**src/fuse_cfg_pkg.sv**
```systemverilog
// fuse configuration loader constants, register map and carriers
// assumes a register port (address, write strobe, data) driven by an i2c target elsewhere
//
// Contract
// - copy fuses into mirror registers on each rising input undervoltage crossing
// - then move mirror contents into the functional registers
// - mirrors hold defaults; writable only in temporary configuration mode
// - load or selftest failure sets flag, blocks power-up until cleared in quiet off
// - failure flags writable only while enable pin is high
// - with pin high, ignore low-power-off default and go to quiet off
// - in temporary mode selftest flag reports real result, 0 pass 1 fail
// - in temporary mode target address is 0x08, crc and secure write off
// - in temporary mode all watchdog supervision is disabled
// - extended page 1 shows mirrors only in temporary mode, else refused
// - input supply falling below threshold resets mirror registers
// - fuse burning allowed only in temporary mode while in quiet off
// - reference mismatch is critical and blocks regulator power-up
// - mismatch during power-up fails selftest regardless of bypass, only in safety variant
// - drift while on shuts down stages if bypass 0, only interrupt if 1
// - reference fail interrupt latch sets on failure unless masked
// - reference status reads 1 out of range, 0 in range
// - selftest exercises comparators; failing ones set warning bits
// - each check overwrites results; clearing needs secure write when enabled
// - writing 1 to check bit starts a check; bit self-clears on completion
// - fault reporting blanked during on-demand check at most 200 us
package fuse_cfg_pkg;
	localparam int NUM_MIRROR = 9;
	localparam logic [7:0] ADDR_LDO3_CFG = 8'h00_D6;
	localparam logic [7:0] ADDR_SNVS_CFG = 8'h00_DA;
	localparam logic [7:0] ADDR_BUCK_OV_BYP = 8'h00_DB;
	localparam logic [7:0] ADDR_LIN_OV_BYP = 8'h00_DC;
	localparam logic [7:0] ADDR_BUCK_UV_BYP = 8'h00_DD;
	localparam logic [7:0] ADDR_LIN_UV_BYP = 8'h00_DE;
	localparam logic [7:0] ADDR_BUCK_IL_BYP = 8'h00_DF;
	localparam logic [7:0] ADDR_LIN_IL_BYP = 8'h00_E0;
	localparam logic [7:0] ADDR_DEBUG_REF = 8'h00_E3;
	// page 0 registers of this block
	localparam logic [7:0] ADDR_FLAGS = 8'h00_10;
	localparam logic [7:0] ADDR_CTRL = 8'h00_11;
	localparam logic [7:0] ADDR_AB_BUCK_OV = 8'h00_12;
	localparam logic [7:0] ADDR_AB_LIN_OV = 8'h00_13;
	localparam logic [7:0] ADDR_AB_BUCK_UV = 8'h00_14;
	localparam logic [7:0] ADDR_AB_LIN_UV = 8'h00_15;
	localparam logic [7:0] ADDR_PAGE = 8'h00_16;
	localparam logic [2:0] PAGE_MIRROR = 3'h1;
	localparam logic [6:0] TEMP_I2C_ADDR = 7'h08;
	localparam int FLAG_TRIM = 0;
	localparam int FLAG_FUSE = 1;
	localparam int FLAG_STEST = 2;
	localparam int CTRL_RUN = 0;
	localparam int CTRL_REF_INT = 1;
	localparam int CTRL_REF_MASK = 2;
	localparam int CTRL_REF_STAT = 3;
	localparam int CTRL_BURN = 4;
	localparam int BYPASS_BIT = 0;
	localparam int CLK_HZ = 10_000_000;
	localparam int BLANK_MAX_US = 200;
	localparam int BLANK_CYCLES = BLANK_MAX_US * (CLK_HZ / 1_000_000);
	localparam int CHECK_CYCLES = 16;
	localparam logic [7:0] RD_NONE = 8'h00_00;

	typedef enum {ST_OFF, ST_FUSE_LOAD, ST_FUNC_LOAD, ST_SELFTEST, ST_QUIET_OFF, ST_ON} ctrl_e;

	typedef struct packed {
		logic [7:0] buck_ov;
		logic [7:0] lin_ov;
		logic [7:0] buck_uv;
		logic [7:0] lin_uv;
	} check_result_s;

	typedef logic [7:0] byte_t;
endpackage : fuse_cfg_pkg

```
**src/fuse_config_load_and_selftest.sv**
```systemverilog
// fuse load sequencer, temporary configuration mode, reference monitor and comparator check
// assumes the i2c target decodes frames into the register port and fuse data arrive whole
`timescale 1ns/1ps
`default_nettype none
module fuse_config_load_and_selftest
	import fuse_cfg_pkg::*;
	#(
	parameter int BLANK_LIMIT = BLANK_CYCLES
) (
	input wire logic CORE_CLK,
	input wire logic RST,
	input wire logic INPUT_SUPPLY_OK,
	input wire logic TEMP_CONFIG_ENABLE_PIN,
	input wire logic [NUM_MIRROR*8-1:0] FUSE_DATA,
	input wire logic TRIM_LOAD_FAIL,
	input wire logic FUSE_LOAD_FAIL,
	input wire logic LOW_POWER_OFF_SELECT,
	input wire logic POWER_UP_REQ,
	input wire logic REFERENCE_MISMATCH,
	input wire logic SAFETY_VARIANT,
	input wire logic SECURE_WRITE_ENABLE,
	input wire logic SECURE_WRITE_OK,
	input wire check_result_s CMP_FAIL,
	input wire logic [7:0] REG_ADDR,
	input wire logic REG_WR,
	input wire logic REG_RD,
	input wire logic [7:0] REG_WDATA,
	output logic [7:0] REG_RDATA,
	output logic REG_REFUSED,
	output logic [NUM_MIRROR*8-1:0] FUNC_CONFIG,
	output logic [6:0] I2C_ADDR_SEL,
	output logic CRC_ENABLE,
	output logic WATCHDOG_ENABLE,
	output logic REGULATORS_ON,
	output logic FAULT_BLANK,
	output logic REFERENCE_FAIL_IRQ,
	output logic FUSE_BURN_ALLOW,
	output logic QUIET_OFF
);
	// ----------------------------------------
	// input synchronisers
	// ----------------------------------------
	logic [2:0] vin_s_q;
	logic [2:0] pin_s_q;
	logic [2:0] ref_s_q;
	logic vin_ok_q;
	logic pin_q;
	logic ref_bad_q;
	always_ff @(posedge CORE_CLK) begin
		if (RST) begin
			vin_s_q <= 3'h0;
			pin_s_q <= 3'h0;
			ref_s_q <= 3'h0;
		end else begin
			vin_s_q <= {vin_s_q[1:0], INPUT_SUPPLY_OK};
			pin_s_q <= {pin_s_q[1:0], TEMP_CONFIG_ENABLE_PIN};
			ref_s_q <= {ref_s_q[1:0], REFERENCE_MISMATCH};
		end
	end
	always_ff @(posedge CORE_CLK) begin
		if (RST) begin
			vin_ok_q <= 1'b0;
			pin_q <= 1'b0;
			ref_bad_q <= 1'b0;
		end else begin
			if (vin_s_q[1] == vin_s_q[2]) vin_ok_q <= vin_s_q[2];
			if (pin_s_q[1] == pin_s_q[2]) pin_q <= pin_s_q[2];
			if (ref_s_q[1] == ref_s_q[2]) ref_bad_q <= ref_s_q[2];
		end
	end
	logic vin_rise;
	logic vin_fall;
	assign vin_rise = vin_s_q[1] && vin_s_q[2] && !vin_ok_q;
	assign vin_fall = !vin_s_q[1] && !vin_s_q[2] && vin_ok_q;

	// ----------------------------------------
	// sequencer
	// ----------------------------------------
	ctrl_e state_q;
	logic [2:0] flags_q;
	logic check_run_q;
	logic [7:0] page_q;
	byte_t mirror_q [NUM_MIRROR];
	logic any_flag;
	assign any_flag = |flags_q;
	logic stest_bad;
	assign stest_bad = (ref_bad_q && SAFETY_VARIANT) || (CMP_FAIL != '0);

	always_ff @(posedge CORE_CLK) begin
		if (RST) begin
			state_q <= ST_OFF;
		end else if (vin_fall) begin
			state_q <= ST_OFF;
		end else begin
			case (state_q)
				ST_OFF: if (vin_rise) state_q <= ST_FUSE_LOAD;
				ST_FUSE_LOAD: state_q <= ST_FUNC_LOAD;
				ST_FUNC_LOAD: state_q <= ST_SELFTEST;
				ST_SELFTEST: begin
					if (pin_q || LOW_POWER_OFF_SELECT || stest_bad || any_flag || ref_bad_q) begin
						state_q <= ST_QUIET_OFF;
					end else begin
						state_q <= ST_ON;
					end
				end
				ST_QUIET_OFF: begin
					if (POWER_UP_REQ && !any_flag && !ref_bad_q) state_q <= ST_ON;
				end
				ST_ON: if (ref_bad_q && !mirror_q[8][BYPASS_BIT]) state_q <= ST_QUIET_OFF;
				default: state_q <= ST_OFF;
			endcase
		end
	end

	// ----------------------------------------
	// mirror and functional registers
	// ----------------------------------------
	function automatic int mirror_index(input logic [7:0] a);
		if (a == ADDR_LDO3_CFG) return 0;
		else if (a == ADDR_SNVS_CFG) return 1;
		else if (a == ADDR_BUCK_OV_BYP) return 2;
		else if (a == ADDR_LIN_OV_BYP) return 3;
		else if (a == ADDR_BUCK_UV_BYP) return 4;
		else if (a == ADDR_LIN_UV_BYP) return 5;
		else if (a == ADDR_BUCK_IL_BYP) return 6;
		else if (a == ADDR_LIN_IL_BYP) return 7;
		else if (a == ADDR_DEBUG_REF) return 8;
		else return -1;
	endfunction : mirror_index

	logic ext_page;
	logic ext_ok;
	assign ext_page = (page_q[2:0] != 3'h0) && (REG_ADDR != ADDR_PAGE);
	assign ext_ok = pin_q && (page_q[2:0] == PAGE_MIRROR) && (mirror_index(REG_ADDR) >= 0);

	genvar gi;
	generate
		for (gi = 0; gi < NUM_MIRROR; gi++) begin : g_mirror
			always_ff @(posedge CORE_CLK) begin
				if (RST || vin_fall) begin
					mirror_q[gi] <= 8'h00_00;
				end else if (state_q == ST_FUSE_LOAD) begin
					mirror_q[gi] <= FUSE_DATA[gi*8 +: 8];
				end else if (REG_WR && ext_ok && mirror_index(REG_ADDR) == gi) begin
					mirror_q[gi] <= REG_WDATA;
				end
			end
			always_ff @(posedge CORE_CLK) begin
				if (RST) FUNC_CONFIG[gi*8 +: 8] <= 8'h00_00;
				else if (state_q == ST_FUNC_LOAD) FUNC_CONFIG[gi*8 +: 8] <= mirror_q[gi];
			end
		end
	endgenerate

	// ----------------------------------------
	// page, flags, control
	// ----------------------------------------
	logic wr_page0;
	assign wr_page0 = REG_WR && !ext_page;
	always_ff @(posedge CORE_CLK) begin
		if (RST) page_q <= 8'h00_00;
		else if (wr_page0 && REG_ADDR == ADDR_PAGE) page_q <= REG_WDATA;
	end

	logic flag_clr_ok;
	assign flag_clr_ok = wr_page0 && REG_ADDR == ADDR_FLAGS && pin_q && state_q == ST_QUIET_OFF;
	always_ff @(posedge CORE_CLK) begin
		if (RST) begin
			flags_q <= 3'h0;
		end else begin
			if (flag_clr_ok) flags_q <= flags_q & ~REG_WDATA[2:0];
			// set wins over clear
			if (state_q == ST_FUSE_LOAD && TRIM_LOAD_FAIL) flags_q[FLAG_TRIM] <= 1'b1;
			if (state_q == ST_FUSE_LOAD && FUSE_LOAD_FAIL) flags_q[FLAG_FUSE] <= 1'b1;
			if (state_q == ST_SELFTEST) flags_q[FLAG_STEST] <= stest_bad;
		end
	end

	// ----------------------------------------
	// reference monitor
	// ----------------------------------------
	logic ref_mask_q;
	logic ref_irq_q;
	logic ref_bad_d1_q;
	logic wr_ctrl;
	assign wr_ctrl = wr_page0 && REG_ADDR == ADDR_CTRL;
	always_ff @(posedge CORE_CLK) begin
		if (RST) ref_bad_d1_q <= 1'b0;
		else ref_bad_d1_q <= ref_bad_q;
	end
	always_ff @(posedge CORE_CLK) begin
		if (RST) ref_mask_q <= 1'b0;
		else if (wr_ctrl) ref_mask_q <= REG_WDATA[CTRL_REF_MASK];
	end
	always_ff @(posedge CORE_CLK) begin
		if (RST) ref_irq_q <= 1'b0;
		else if (ref_bad_q && !ref_bad_d1_q && !ref_mask_q) ref_irq_q <= 1'b1;
		else if (wr_ctrl && REG_WDATA[CTRL_REF_INT]) ref_irq_q <= 1'b0;
	end

	// ----------------------------------------
	// comparator check
	// ----------------------------------------
	check_result_s result_q;
	logic [$clog2(BLANK_CYCLES+1)-1:0] chk_cnt_q;
	logic run_req;
	logic chk_done;
	logic sec_ok;
	assign sec_ok = !SECURE_WRITE_ENABLE || pin_q || SECURE_WRITE_OK;
	assign run_req = wr_ctrl && REG_WDATA[CTRL_RUN] && sec_ok && !check_run_q;
	assign chk_done = check_run_q && (chk_cnt_q == ($bits(chk_cnt_q))'(CHECK_CYCLES - 1));
	always_ff @(posedge CORE_CLK) begin
		if (RST) check_run_q <= 1'b0;
		else if (run_req) check_run_q <= 1'b1;
		else if (chk_done) check_run_q <= 1'b0;
	end
	always_ff @(posedge CORE_CLK) begin
		if (RST || !check_run_q) chk_cnt_q <= '0;
		else chk_cnt_q <= chk_cnt_q + 1'b1;
	end
	logic res_clr;
	assign res_clr = wr_page0 && sec_ok && REG_ADDR >= ADDR_AB_BUCK_OV && REG_ADDR <= ADDR_AB_LIN_UV;
	always_ff @(posedge CORE_CLK) begin
		if (RST) result_q <= '0;
		else if (state_q == ST_SELFTEST || chk_done) result_q <= CMP_FAIL;
		else if (res_clr) begin
			if (REG_ADDR == ADDR_AB_BUCK_OV) result_q.buck_ov <= 8'h00_00;
			else if (REG_ADDR == ADDR_AB_LIN_OV) result_q.lin_ov <= 8'h00_00;
			else if (REG_ADDR == ADDR_AB_BUCK_UV) result_q.buck_uv <= 8'h00_00;
			else result_q.lin_uv <= 8'h00_00;
		end
	end

	// ----------------------------------------
	// read port and outputs
	// ----------------------------------------
	always_ff @(posedge CORE_CLK) begin
		if (RST) begin
			REG_RDATA <= RD_NONE;
			REG_REFUSED <= 1'b0;
		end else begin
			REG_REFUSED <= (REG_RD || REG_WR) && ext_page && !ext_ok;
			if (!REG_RD) REG_RDATA <= REG_RDATA;
			else if (ext_page) REG_RDATA <= ext_ok ? mirror_q[mirror_index(REG_ADDR)] : RD_NONE;
			else if (REG_ADDR == ADDR_FLAGS) REG_RDATA <= {5'h0, flags_q};
			else if (REG_ADDR == ADDR_CTRL)
				REG_RDATA <= {3'h0, FUSE_BURN_ALLOW, ref_bad_q, ref_mask_q, ref_irq_q, check_run_q};
			else if (REG_ADDR == ADDR_AB_BUCK_OV) REG_RDATA <= result_q.buck_ov;
			else if (REG_ADDR == ADDR_AB_LIN_OV) REG_RDATA <= result_q.lin_ov;
			else if (REG_ADDR == ADDR_AB_BUCK_UV) REG_RDATA <= result_q.buck_uv;
			else if (REG_ADDR == ADDR_AB_LIN_UV) REG_RDATA <= result_q.lin_uv;
			else if (REG_ADDR == ADDR_PAGE) REG_RDATA <= page_q;
			else REG_RDATA <= RD_NONE;
		end
	end

	assign I2C_ADDR_SEL = pin_q ? TEMP_I2C_ADDR : 7'h00;
	assign CRC_ENABLE = !pin_q;
	assign WATCHDOG_ENABLE = !pin_q && state_q == ST_ON;
	assign REGULATORS_ON = state_q == ST_ON;
	assign FAULT_BLANK = check_run_q;
	assign REFERENCE_FAIL_IRQ = ref_irq_q;
	assign FUSE_BURN_ALLOW = pin_q && state_q == ST_QUIET_OFF;
	assign QUIET_OFF = state_q == ST_QUIET_OFF;

	// ----------------------------------------
	// assertions
	// ----------------------------------------
	logic [$clog2(BLANK_LIMIT+1)-1:0] blank_len_q;
	always_ff @(posedge CORE_CLK) begin
		if (RST || !FAULT_BLANK) blank_len_q <= '0;
		else if (blank_len_q != '1) blank_len_q <= blank_len_q + 1'b1;
	end
	property p_fuse_copy;
		@(posedge CORE_CLK) disable iff (RST)
		(state_q == ST_FUSE_LOAD && !vin_fall) |=> (mirror_q[0] == $past(FUSE_DATA[7:0]));
	endproperty
	a_fuse_copy: assert property (p_fuse_copy) else $error("mirror not loaded from fuses");
	property p_func_copy;
		@(posedge CORE_CLK) disable iff (RST)
		(state_q == ST_FUNC_LOAD) |=> (FUNC_CONFIG[7:0] == $past(mirror_q[0]));
	endproperty
	a_func_copy: assert property (p_func_copy) else $error("functional copy wrong");
	property p_mirror_locked;
		@(posedge CORE_CLK) disable iff (RST)
		(!pin_q && state_q == ST_ON && !vin_fall) |=> $stable(mirror_q[1]);
	endproperty
	a_mirror_locked: assert property (p_mirror_locked) else $error("mirror changed");
	property p_flag_block;
		@(posedge CORE_CLK) disable iff (RST)
		(state_q == ST_QUIET_OFF && any_flag && !vin_fall) |=> state_q != ST_ON;
	endproperty
	a_flag_block: assert property (p_flag_block) else $error("power up with flag");
	property p_flag_lock;
		@(posedge CORE_CLK) disable iff (RST)
		(!pin_q && state_q != ST_FUSE_LOAD && state_q != ST_SELFTEST)
			|=> ((flags_q & $past(flags_q)) == $past(flags_q));
	endproperty
	a_flag_lock: assert property (p_flag_lock) else $error("flag cleared");
	property p_temp_quiet;
		@(posedge CORE_CLK) disable iff (RST)
		(state_q == ST_SELFTEST && pin_q && !vin_fall) |=> state_q == ST_QUIET_OFF;
	endproperty
	a_temp_quiet: assert property (p_temp_quiet) else $error("no quiet off");
	property p_addr;
		@(posedge CORE_CLK) disable iff (RST)
		pin_q |-> (I2C_ADDR_SEL == 7'h08 && !CRC_ENABLE && !WATCHDOG_ENABLE);
	endproperty
	a_addr: assert property (p_addr) else $error("temporary mode settings");
	property p_refuse;
		@(posedge CORE_CLK) disable iff (RST)
		(REG_RD && ext_page && !pin_q) |=> REG_REFUSED;
	endproperty
	a_refuse: assert property (p_refuse) else $error("extended page not refused");
	property p_blank;
		@(posedge CORE_CLK) disable iff (RST)
		FAULT_BLANK |-> (blank_len_q < ($bits(blank_len_q))'(BLANK_LIMIT));
	endproperty
	a_blank: assert property (p_blank) else $error("blanking too long");
	property p_shut;
		@(posedge CORE_CLK) disable iff (RST)
		(state_q == ST_ON && ref_bad_q && !mirror_q[8][0] && !vin_fall) |=> !REGULATORS_ON;
	endproperty
	a_shut: assert property (p_shut) else $error("no shutdown on drift");
	property p_stest_flag;
		@(posedge CORE_CLK) disable iff (RST)
		(state_q == ST_SELFTEST) |=> (flags_q[FLAG_STEST] == $past(stest_bad));
	endproperty
	a_stest_flag: assert property (p_stest_flag) else $error("selftest flag wrong");
	property p_mirror_clear;
		@(posedge CORE_CLK) disable iff (RST)
		vin_fall |=> (mirror_q[0] == 8'h00_00 && mirror_q[8] == 8'h00_00);
	endproperty
	a_mirror_clear: assert property (p_mirror_clear) else $error("mirror not reset");
	property p_ref_block;
		@(posedge CORE_CLK) disable iff (RST)
		(ref_bad_q && state_q != ST_ON) |=> !REGULATORS_ON;
	endproperty
	a_ref_block: assert property (p_ref_block) else $error("power up with mismatch");
	property p_ref_irq;
		@(posedge CORE_CLK) disable iff (RST)
		(ref_bad_q && !ref_bad_d1_q && !ref_mask_q) |=> REFERENCE_FAIL_IRQ;
	endproperty
	a_ref_irq: assert property (p_ref_irq) else $error("reference irq not latched");
	property p_ref_status;
		@(posedge CORE_CLK) disable iff (RST)
		(REG_RD && !ext_page && REG_ADDR == ADDR_CTRL)
			|=> (REG_RDATA[CTRL_REF_STAT] == $past(ref_bad_q));
	endproperty
	a_ref_status: assert property (p_ref_status) else $error("reference status wrong");
	property p_selftest_result;
		@(posedge CORE_CLK) disable iff (RST)
		(state_q == ST_SELFTEST) |=> (result_q == $past(CMP_FAIL));
	endproperty
	a_selftest_result: assert property (p_selftest_result) else $error("results not loaded");
	property p_check_done;
		@(posedge CORE_CLK) disable iff (RST)
		chk_done |=> (!FAULT_BLANK && result_q == $past(CMP_FAIL));
	endproperty
	a_check_done: assert property (p_check_done) else $error("check end wrong");
	property p_flag_clear;
		@(posedge CORE_CLK) disable iff (RST)
		flag_clr_ok |=> ((flags_q & $past(REG_WDATA[2:0])) == 3'h0);
	endproperty
	a_flag_clear: assert property (p_flag_clear) else $error("flag not cleared");
	c_on: cover property (@(posedge CORE_CLK) disable iff (RST) state_q == ST_ON);
	c_check: cover property (@(posedge CORE_CLK) disable iff (RST) chk_done);
	c_refirq: cover property (@(posedge CORE_CLK) disable iff (RST) $rose(ref_irq_q));
	c_refused: cover property (@(posedge CORE_CLK) disable iff (RST) REG_REFUSED);
	c_flag_clear: cover property (@(posedge CORE_CLK) disable iff (RST) flag_clr_ok);
endmodule : fuse_config_load_and_selftest
`default_nettype wire

```
**config.mk**
```make
export PLATFORM = sky130hd
export DESIGN_NAME = fuse_config_load_and_selftest
export DESIGN_NICKNAME = d
export VERILOG_FILES = /design/src/fuse_cfg_pkg.sv /design/src/fuse_config_load_and_selftest.sv
export SDC_FILE = /design/constraint.sdc
export NUM_CORES = 1
export LEC_CHECK = 0
export BUFFER_PORTS_ARGS = -buffer_cell sky130_fd_sc_hd__buf_2
export CAP_MARGIN = 20
export CORE_UTILIZATION = 40
export DETAILED_ROUTE_END_ITERATION = 16
export PLACE_DENSITY = 0.74
export SYNTH_ARGS = -nofsm -noshare
export SYNTH_HDL_FRONTEND = slang
export SYNTH_SLANG_ARGS = --single-unit
```
**constraint.sdc**
```tcl
create_clock -name CORE_CLK -period 4.2 [get_ports CORE_CLK]
set_clock_uncertainty 0.1 [all_clocks]
set_input_delay 0.21 -clock CORE_CLK [delete_from_list [all_inputs] [get_ports CORE_CLK]]
set_output_delay 0.21 -clock CORE_CLK [all_outputs]
set_load 0.005 [all_outputs]
```
-- Yosys cells after proc, flatten, opt, wreduce, memory -nomap -nowiden
Memories as Yosys holds them, arrays and structs flattened. A register that Yosys moved wholly into a read port is not among the register bits.
Index checks and enable logic that the tools add are counted.
- register bits: 119
- RAM bits: 72
- ROM bits: 0
- memories: 1
- bits of input ports: 134
- bits in latches: 0
- output and inout bits: 95
- word-level logic and storage cells: 285
- memory list (memory ; words ; bits a word ; rd ports ; clocked after Yosys merged registers in ; write ports ; line ; RTL):
    mirror_q ; 9 ; 8 ; 10 ; 8 ; 9 ; fuse_config_load_and_selftest.sv:83 ; byte_t mirror_q [NUM_MIRROR];
- muxes and demuxes: 104
- shift operators: 0
- reductions and logical operators: 87
- order comparisons: 3
- bitwise logic cells: 20
- multiply operators: 0
- div/mod/pow operators: 0
- add/subtract/negate cells: 1
- eq/ne operators: 46
- operator list (kind ; count):
    2-to-1 mux 32 bit ; 16
    2-to-1 mux 8 bit ; 31
    equality test 32 x 3 -> 1 bit (second input constant) ; 6
    equality test 32 x 4 -> 1 bit (second input constant) ; 6
    one-hot mux 32 bit (6 select lines) ; 1
    equality test 32 x 2 -> 1 bit (second input constant) ; 4
    equality test 8 bit (second input constant) ; 9
    logical NOT 32 bit ; 2
    equality test 8 x 5 -> 1 bit (second input constant) ; 7
    2-to-1 mux 1 bit ; 49
    logical AND 1 bit ; 43
    equality test 32 x 1 -> 1 bit (second input constant) ; 1
    equality test 32 x 5 -> 1 bit (second input constant) ; 1
    greater-or-equal comparator 32 x 1 -> 1 bit (second input constant) ; 1
    nonzero test 32 bit ; 1
    2-to-1 mux 24 bit ; 1
    OR 1 bit ; 18
    nonzero test 2 bit ; 9
    2-to-1 mux 16 bit ; 1
    2-to-1 mux 4 bit ; 4
    logical NOT 1 bit ; 13
    != test 2 bit (second input constant) ; 6
    adder 11 x 1 -> 11 bit (second input constant) ; 1
    equality test 11 x 4 -> 1 bit (second input constant) ; 1
    other kinds (15) ; 29

-- Logic depth before layout (Yosys ltp)
Gate-level depths: netlist of the first run.
- depth in word-level cells: 19
- mapped depth: 9
- mapped depth without buffers: 8

-- Least setup slack after synthesis of the first run
OpenSTA, ideal clock, no wires.
- path kind: input-to-reg
- start: input port REG_ADDR[1]
- end: memory mirror_q[3][0] (netlist bit), enable pin
- stages: 7
- data arrival time: 2.110 ns
- data required time: 3.716 ns
- path buffers: 2
- path slack: 1.606 ns
- library setup time: 0.384 ns
- cells stage by stage: clkbuf_1 > o211a_1 > o21a_1 > nor2_4 > buf_2 > nand2_1 > o21ai_0
- RTL lines (what ; line ; RTL):
    from (decl) ; fuse_config_load_and_selftest.sv:24 ; input wire logic [7:0] REG_ADDR,
    to (decl) ; fuse_config_load_and_selftest.sv:83 ;

-- Worst setup path in the final report of the first run
- start: register chk_cnt_q[0]
- end: register result_q[9] (netlist bit)
- cells in the longest elaborated chain, start to end: 5
- elaborated cells between the ends (all ways): 9
- those cells by class: eq/ne (3); mux (1); reduce/logical (5)
- RTL lines (what ; line ; RTL):
    from (decl) ; fuse_config_load_and_selftest.sv:205 ; logic [$clog2(BLANK_CYCLES+1)-1:0] chk_cnt_q;
    from (signal assigned) ; fuse_config_load_and_selftest.sv:219 ; else chk_cnt_q <= chk_cnt_q + 1'b1;
    equality test 11 x 4 -> 1 bit (*) ; fuse_config_load_and_selftest.sv:211 ; assign chk_done = check_run_q && (chk_cnt_q == ($bits(chk_cnt_q))'(CHECK_CYCLES - 1));
    logical AND 1 bit (*) ; fuse_config_load_and_selftest.sv:211 ;
    logical OR 1 bit (*) ; fuse_config_load_and_selftest.sv:225 ; else if (state_q == ST_SELFTEST || chk_done) result_q <= CMP_FAIL;
    != test 2 bit (no source line) / nonzero test 2 bit (equally long branches) ; n/a ;
    AND reduction 4 bit (no source line) ; n/a ;
    to (decl) ; fuse_config_load_and_selftest.sv:204 ; check_result_s result_q;
Mark *: on every way between the ends. The rest lies on a longest branch, timed or not.
A chain may end at the register's enable or synchronous reset.

==> results.json, run 1 <==
{
  "outcome": "complete, no violations",
  "setup.worst_path.start_class": "flip-flop",
  "rows": 57,
  "fmax_ghz": 0.343,
  "rsz0062_at_grt": "false",
  "setup_tns_ns": 0,
  "grt_pass1_vias": 9177,
  "grt_use_total_pct": 26.6,
  "timing.reg2reg.setup_slack_ns": 1.28,
  "area_delta_synth_final_pct": 32.3,
  "internal-power_mw": 4.51,
  "dieArea_um2": 25800,
  "met2_usage_pct": 40.9,
  "grt_busiest_layer": "met2",
  "final_cell_mix": "buf_2 (221), nand2_1 (189), dfxtp_1 (154)",
  "synth_edf_count": 72,
  "power_density_nw_per_um2": 485,
  "drt-pass1-iter-count": 7,
  "clkPwrFrac_pct": 34.4,
  "fill_cells": 2129,
  "synth_top_area_share_pct": 30.7,
  "antenna_left": 0,
  "clk_latency_ns": 0.53,
  "yosys_warnings": 0,
  "synth_top_cell_by_area": "dfxtp_1",
  "synth_flop_cell": "dfxtp_1",
  "switchingPower_mw": 1.94,
  "cts_root_buf": "clkbuf_16",
  "finalCriticalPeriod_ns": 2.92,
  "hpwlAfterDp_mm": 24.2,
  "gp_congestion": 0.976,
  "path_class": "flip-flop to flip-flop",
  "finalCritPeriodShare_pct": 69.5,
  "syn_area_per_cell_um2": 9.46,
  "cp.arrival_ns": 3.28,
  "cp_data_required_time_ns": 4.56,
  "drive_gt1_share_pct": 21.0,
  "leakage_nw": 5.48,
  "vdd_drop_max_uv": 272,
  "setup_violations": 0,
  "ys_ff_latch": 226,
  "crit_path_start": "chk_cnt_q[0]",
  "worst-slew-pin-transition_ns": 1.13,
  "grt_pass1_wl_mm": 53.0,
  "critPathCaptureType": "flip-flop",
  "worstReg2RegStart": "chk_cnt_q[0]",
  "grt_overflow_total": 0,
  "multi_input_comb_area_um2": 4430,
  "vias": 9726,
  "slew_headroom_pct": 22.8,
  "die_x_um": 161,
  "fin_util_pct": 54.4,
  "total_power_mw": 6.45,
  "fin_nets": 1498,
  "buffer_ports.inserted": 222,
  "drt-total-wl_mm": 35.2,
  "die_h_um": 161,
  "postCtsSetupRepairBufs": 0,
  "synth_area_um2": 10100,
  "h-tree-depth": 1,
  "numClockSinks": 226,
  "rr_worst_depth": 6,
  "async_flop_share_pct": 0,
  "core-area_um2": 24500,
  "viasPerCell": 5.70,
  "netlist_instances": 1063,
  "cts_tree": "yes",
  "cts_buffers": 25,
  "r2r_end": "result_q[9]",
  "hold_path.class": "primary input to flip-flop",
  "endpoint": "result_q[9]",
  "use_met3_pct": 4.52,
  "combPwrFrac_pct": 18.9,
  "seq_area_frac_synth_pct": 52.2,
  "clk_pin_slew_ns": 0.06,
  "ios": 229,
  "yosysUniqueCellTypes": 74,
  "start_util_pct": 41.1,
  "drv_slew": 0,
  "maxCapViolCount": 0,
  "swShare_pct": 30.0,
  "worst-path-max-fanout": 21,
  "clk_path_buf_depth": 3,
  "drc": 0,
  "grt_max_degree": 73,
  "seqPwrFrac_pct": 46.7,
  "regArea_um2": 5250,
  "antenna_found_initial": 2,
  "routedWlPerCell_um": 20.6,
  "mostFrequentLayoutCell": "buf_2",
  "yosys-top-cells-area": "dfxtp_1 (31%), edfxtp_1 (21%), a22o_1 (7.8%)",
  "drt-initial-drc-count": 983,
  "gr-usage-met1_pct": 37.3,
  "finalHoldViolCount": 0
}
-- metrics by stage --
stage / worst slack, ns / std cells / cell area (um2) / hold WS (ns)
CTS: 1.32 / 1703 / 13300 / 0.0230
global route: 1.10 / 1705 / 13300 / 0.00840
floorplan: 1.61 / 1068 / 10100 / 0.236
finish: 1.28 / 1705 / 13300 / 0.0262
global placement: 1.29 / 1547 / 11400 / 0.319
detailed placement: 1.21 / 1547 / 11400 / 0.322
-- how the worst min path moves through the flow --
stage,cells past startpoint,to,slack [ns],startpoint
after floorplan,1,result_q[10],0.24,CMP_FAIL[10]
after global placement,1,pin_s_q[1],0.32,pin_s_q[0]
after detailed placement,1,ref_s_q[1],0.32,ref_s_q[0]
after CTS,2,REG_REFUSED,0.02,REG_WR
after global routing,2,REG_REFUSED,0.008,REG_WR
final,2,REG_REFUSED,0.03,REG_WR
-- layout make-up --
cell class,instances,share of cell area [%]
diodes,2,0.0376
clock buffers,36,5.48
clock inverters,9,0.781
inverters,16,0.451
multi-input cells,745,33.3
flip-flops and latches,226,39.4
well taps,324,3.05
repair buffers,347,17.5
-- flip-flops by register name, summed over array words and instances (netlist names) --
| register | cells |
|---|---|
| page_q | 8 |
| state_q | 3 |
| REG_RDATA | 8 |
| pin_q | 1 |
| mirror_q | 72 |
| vin_ok_q | 1 |
| chk_cnt_q | 11 |
| ref_bad_d1_q | 1 |
| REG_REFUSED | 1 |
| ref_bad_q | 1 |
| result_q | 32 |
| flags_q | 3 |
| REFERENCE_FAIL_IRQ | 1 |
| FUNC_CONFIG | 72 |
| vin_s_q | 3 |
| ref_mask_q | 1 |
| ref_s_q | 3 |
| FAULT_BLANK | 1 |
| pin_s_q | 3 |
-- what timing repair did --
item                      CTS  global route
hold buffers              111             0
gates resized for setup     0             0
hold endpoints to repair  111             0
-- cell families after synthesis --
| kind of cell | count (synthesis) | synth area share [%] |
|---|---|---|
| and+or+nand+nor | 385 | 17.6 |
| AOI/OAI and AO/OA | 308 | 21.4 |
| DFF | 226 | 52.2 |
| buffers and inverters | 97 | 4.13 |
| muxes | 30 | 3.10 |
| xor gates and xnor gates | 13 | 1.13 |
| adders and majority gates | 3 | 0.373 |
| other | 1 | 0.0373 |
-- critical path: stages, from the launching register on --
cell      delay (ns)
dfxtp_1         0.33
ha_1            0.22
and3_1          0.25
and3_1          0.17
nand2b_1        0.50
a311oi_1        1.01
a22o_1          0.27
-- per-layer routing --
metal / vias up / part of all wire [%] / routed length (um)
met2: 517 / 45 / 15700
met1: 4636 / 43 / 15100
li1: 4474 / - / -
met5: - / 0 / 0
met3: 99 / 8.9 / 3140
met4: 0 / 3.5 / 1240
-- cell usage after synthesis (5+ instances only) --
cell type and instances:
xor2_1 7, nand3b_1 5, nor4_1 13, xnor2_1 6
o21ai_0 32, mux2i_1 24, buf_4 8, nand4_1 5
dfxtp_1 154, mux2_2 5, buf_1 6, edfxtp_1 72
nor3_1 14, a21oi_1 97, nor2_1 76, o2bb2ai_1 5
clkbuf_1 55, a31oi_1 5, inv_1 15, nand3_1 20
a22oi_1 23, buf_2 11, and3_1 20, a22o_1 89
nand2_1 189, nor2b_1 14
-- power by group through the flow --
stage,logic [mW],registers (mW),clock network (mW)
2_1_floorplan,0.721,2.88,0
3_3_place_gp,1.09,3.05,0
3_5_place_dp,1.12,3.04,0
4_1_cts,1.20,2.99,2.24
5_1_grt,1.33,3.04,2.33
6_report,1.22,3.01,2.22
(Power assumes the default switching activity.)
==> inputs of run 2 (changes only) <==
- PLACE_DENSITY: 0.74 -> 0.76
- clock period: 4.2 -> 2.4 ns (I/O delays scaled with it)
==> results.json, run 2 (synthesis results as in run 1) <==
{
  "routedWlPerCell_um": 20.8,
  "final_cells": 1765,
  "total_power_mw": 11.6,
  "cp.arrival_ns": 2.39,
  "hold_end": "FAULT_BLANK",
  "antenna_left": 0,
  "setup_violations": 0,
  "finalHoldViolCount": 0,
  "rr_worst_depth": 8,
  "top_regs": "FUNC_CONFIG x72, mirror_q x72, result_q x32",
  "gp_congestion": 0.927,
  "finalCritPeriodShare_pct": 93.4,
  "cts_buffers": 24,
  "fin_nets": 1558,
  "postCtsSetupRepairBufs": 0,
  "regArea_um2": 5250,
  "grt_overflow_total": 0,
  "fill_cells": 2104,
  "drv_slew": 0,
  "dieArea_um2": 25800,
  "start_util_pct": 41.1,
  "multi_input_comb_area_um2": 4440,
  "viasPerCell": 5.72,
  "clk_latency_ns": 0.54,
  "die_h_um": 161,
  "grt_use_total_pct": 27.8,
  "mostFrequentLayoutCell": "buf_2",
  "timing.reg2reg.setup_slack_ns": 0.16,
  "critPathCaptureType": "flip-flop",
  "fmax_ghz": 0.446,
  "drc": 0,
  "maxCapViolCount": 0,
  "cts_root_buf": "clkbuf_16",
  "die_x_um": 161,
  "slew_headroom_pct": 59.6,
  "drive_gt1_share_pct": 24.2,
  "holdPathStages": 3,
  "buffer_ports.inserted": 222,
  "drt-initial-drc-count": 1089,
  "setup.worst_path.start_class": "flip-flop",
  "rsz0062_at_grt": "false",
  "hp-start": "REG_WDATA[0]",
  "vdd_drop_max_uv": 452,
  "rows": 57,
  "core-area_um2": 24500,
  "numClockSinks": 226,
  "cp_data_required_time_ns": 2.54,
  "power_density_nw_per_um2": 833,
  "hpwlAfterDp_mm": 25.3,
  "worst-path-max-fanout": 8,
  "worst-slew-pin-transition_ns": 0.603,
  "r2r_end": "mirror_q[3][5]",
  "cts_tree": "yes",
  "grt_pass1_vias": 9695,
  "antenna_found_initial": 3,
  "dp.cells": 1599,
  "drt-total-wl_mm": 36.7,
  "grt_pass1_wl_mm": 55.7,
  "finalCriticalPeriod_ns": 2.24,
  "outcome": "complete, no violations",
  "drt-pass1-iter-count": 5,
  "path_class": "flip-flop to flip-flop",
  "hold_path.class": "primary input to flip-flop",
  "worstReg2RegStart": "vin_s_q[2]",
  "grt_max_degree": 123,
  "h-tree-depth": 1,
  "ios": 229,
  "final_cell_mix": "buf_2 (221), nand2_1 (189), dfxtp_1 (154)",
  "vias": 10088,
  "area_delta_synth_final_pct": 38.3,
  "leakage_nw": 5.81,
  "clk_path_buf_depth": 3,
  "clk_pin_slew_ns": 0.06
}
==> run 2: cell types whose count changed in the layout (fill, tap and decap cells not counted), sizes merged <==
cell and change:
bufinv +2, clkbuf -8, dlygate4sd3 +9, diode +1, clkinv +2, clkinvlp +2, buf +52
==> run 2: critical path, stage by stage, from the launching register on <==
cell,delay [ns]
dfxtp_1,0.36
inv_1,0.06
ha_1,0.17
a21o_1,0.19
nor2_1,0.14
and3_1,0.29
nand2_1,0.20
o21ai_0,0.25
buf_4,0.21
==> run 2: per-stage QoR <==
step / setup slack [ns] / util (%) / hold WS (ns) / instance area (um2) / setup TNS, ns
after global placement: 0.00108 / 48.3 / 0.236 / 11800 / 0
after floorplan: -0.150 / - / 0.146 / 10100 / -9.15
after global routing: 0.0136 / 56.9 / 0.00370 / 13900 / 0
after detailed placement: 0.00991 / 48.3 / 0.234 / 11800 / 0
after CTS: 0.0741 / 56.8 / 0.00509 / 13900 / 0
final: 0.158 / 56.9 / 0.0274 / 13900 / 0
==> run 2: routing by layer <==
metal  up-vias  global-route usage, %  part of all wire, %
li1       4581                      -                    -
met1      4799                   37.8                   42
met2       594                   44.1                   45
met3       114                   3.95                  8.6
met4         0                   12.3                  4.2
met5         -                      0                    0
==> run 2: where the power goes <==
group	internal [mW]	total, mW	leakage, nW	switching (mW)
sequential	4.71	5.22	2.01	0.509
clock	2.43	4.06	0.424	1.62
combinational	0.963	2.31	3.38	1.35
total	8.11	11.6	5.81	3.48
==> run 2: worst max path at each step <==
| stage | startpoint | end | slack (ns) | depth (start not counted) |
|---|---|---|---|---|
| floorplan | vin_s_q[1] | mirror_q[4][0] | -0.15 | 7 |
| global placement | REG_ADDR[0] | REG_RDATA[6] | 0.001 | 8 |
| detailed placement | REG_ADDR[0] | REG_RDATA[6] | 0.01 | 8 |
| CTS | chk_cnt_q[0] | result_q[26] | 0.07 | 7 |
| global route | vin_s_q[2] | mirror_q[3][5] | 0.01 | 8 |
| finish | vin_s_q[2] | mirror_q[3][5] | 0.16 | 8 |
==> run 2: what timing repair did <==
item	CTS	global route
hold buffers	120	0
resized for setup	0	4
setup endpoints to repair	0	26
hold endpoints to repair	124	0
==> run 2: layout make-up <==
type,count,area share (%)
well taps,324,2.91
diodes,3,0.0540
inverters,16,0.432
flip-flops and latches,226,37.7
clock inverters,15,1.45
clock buffers,28,4.79
multi-input cells,745,31.9
repair buffers,408,20.7
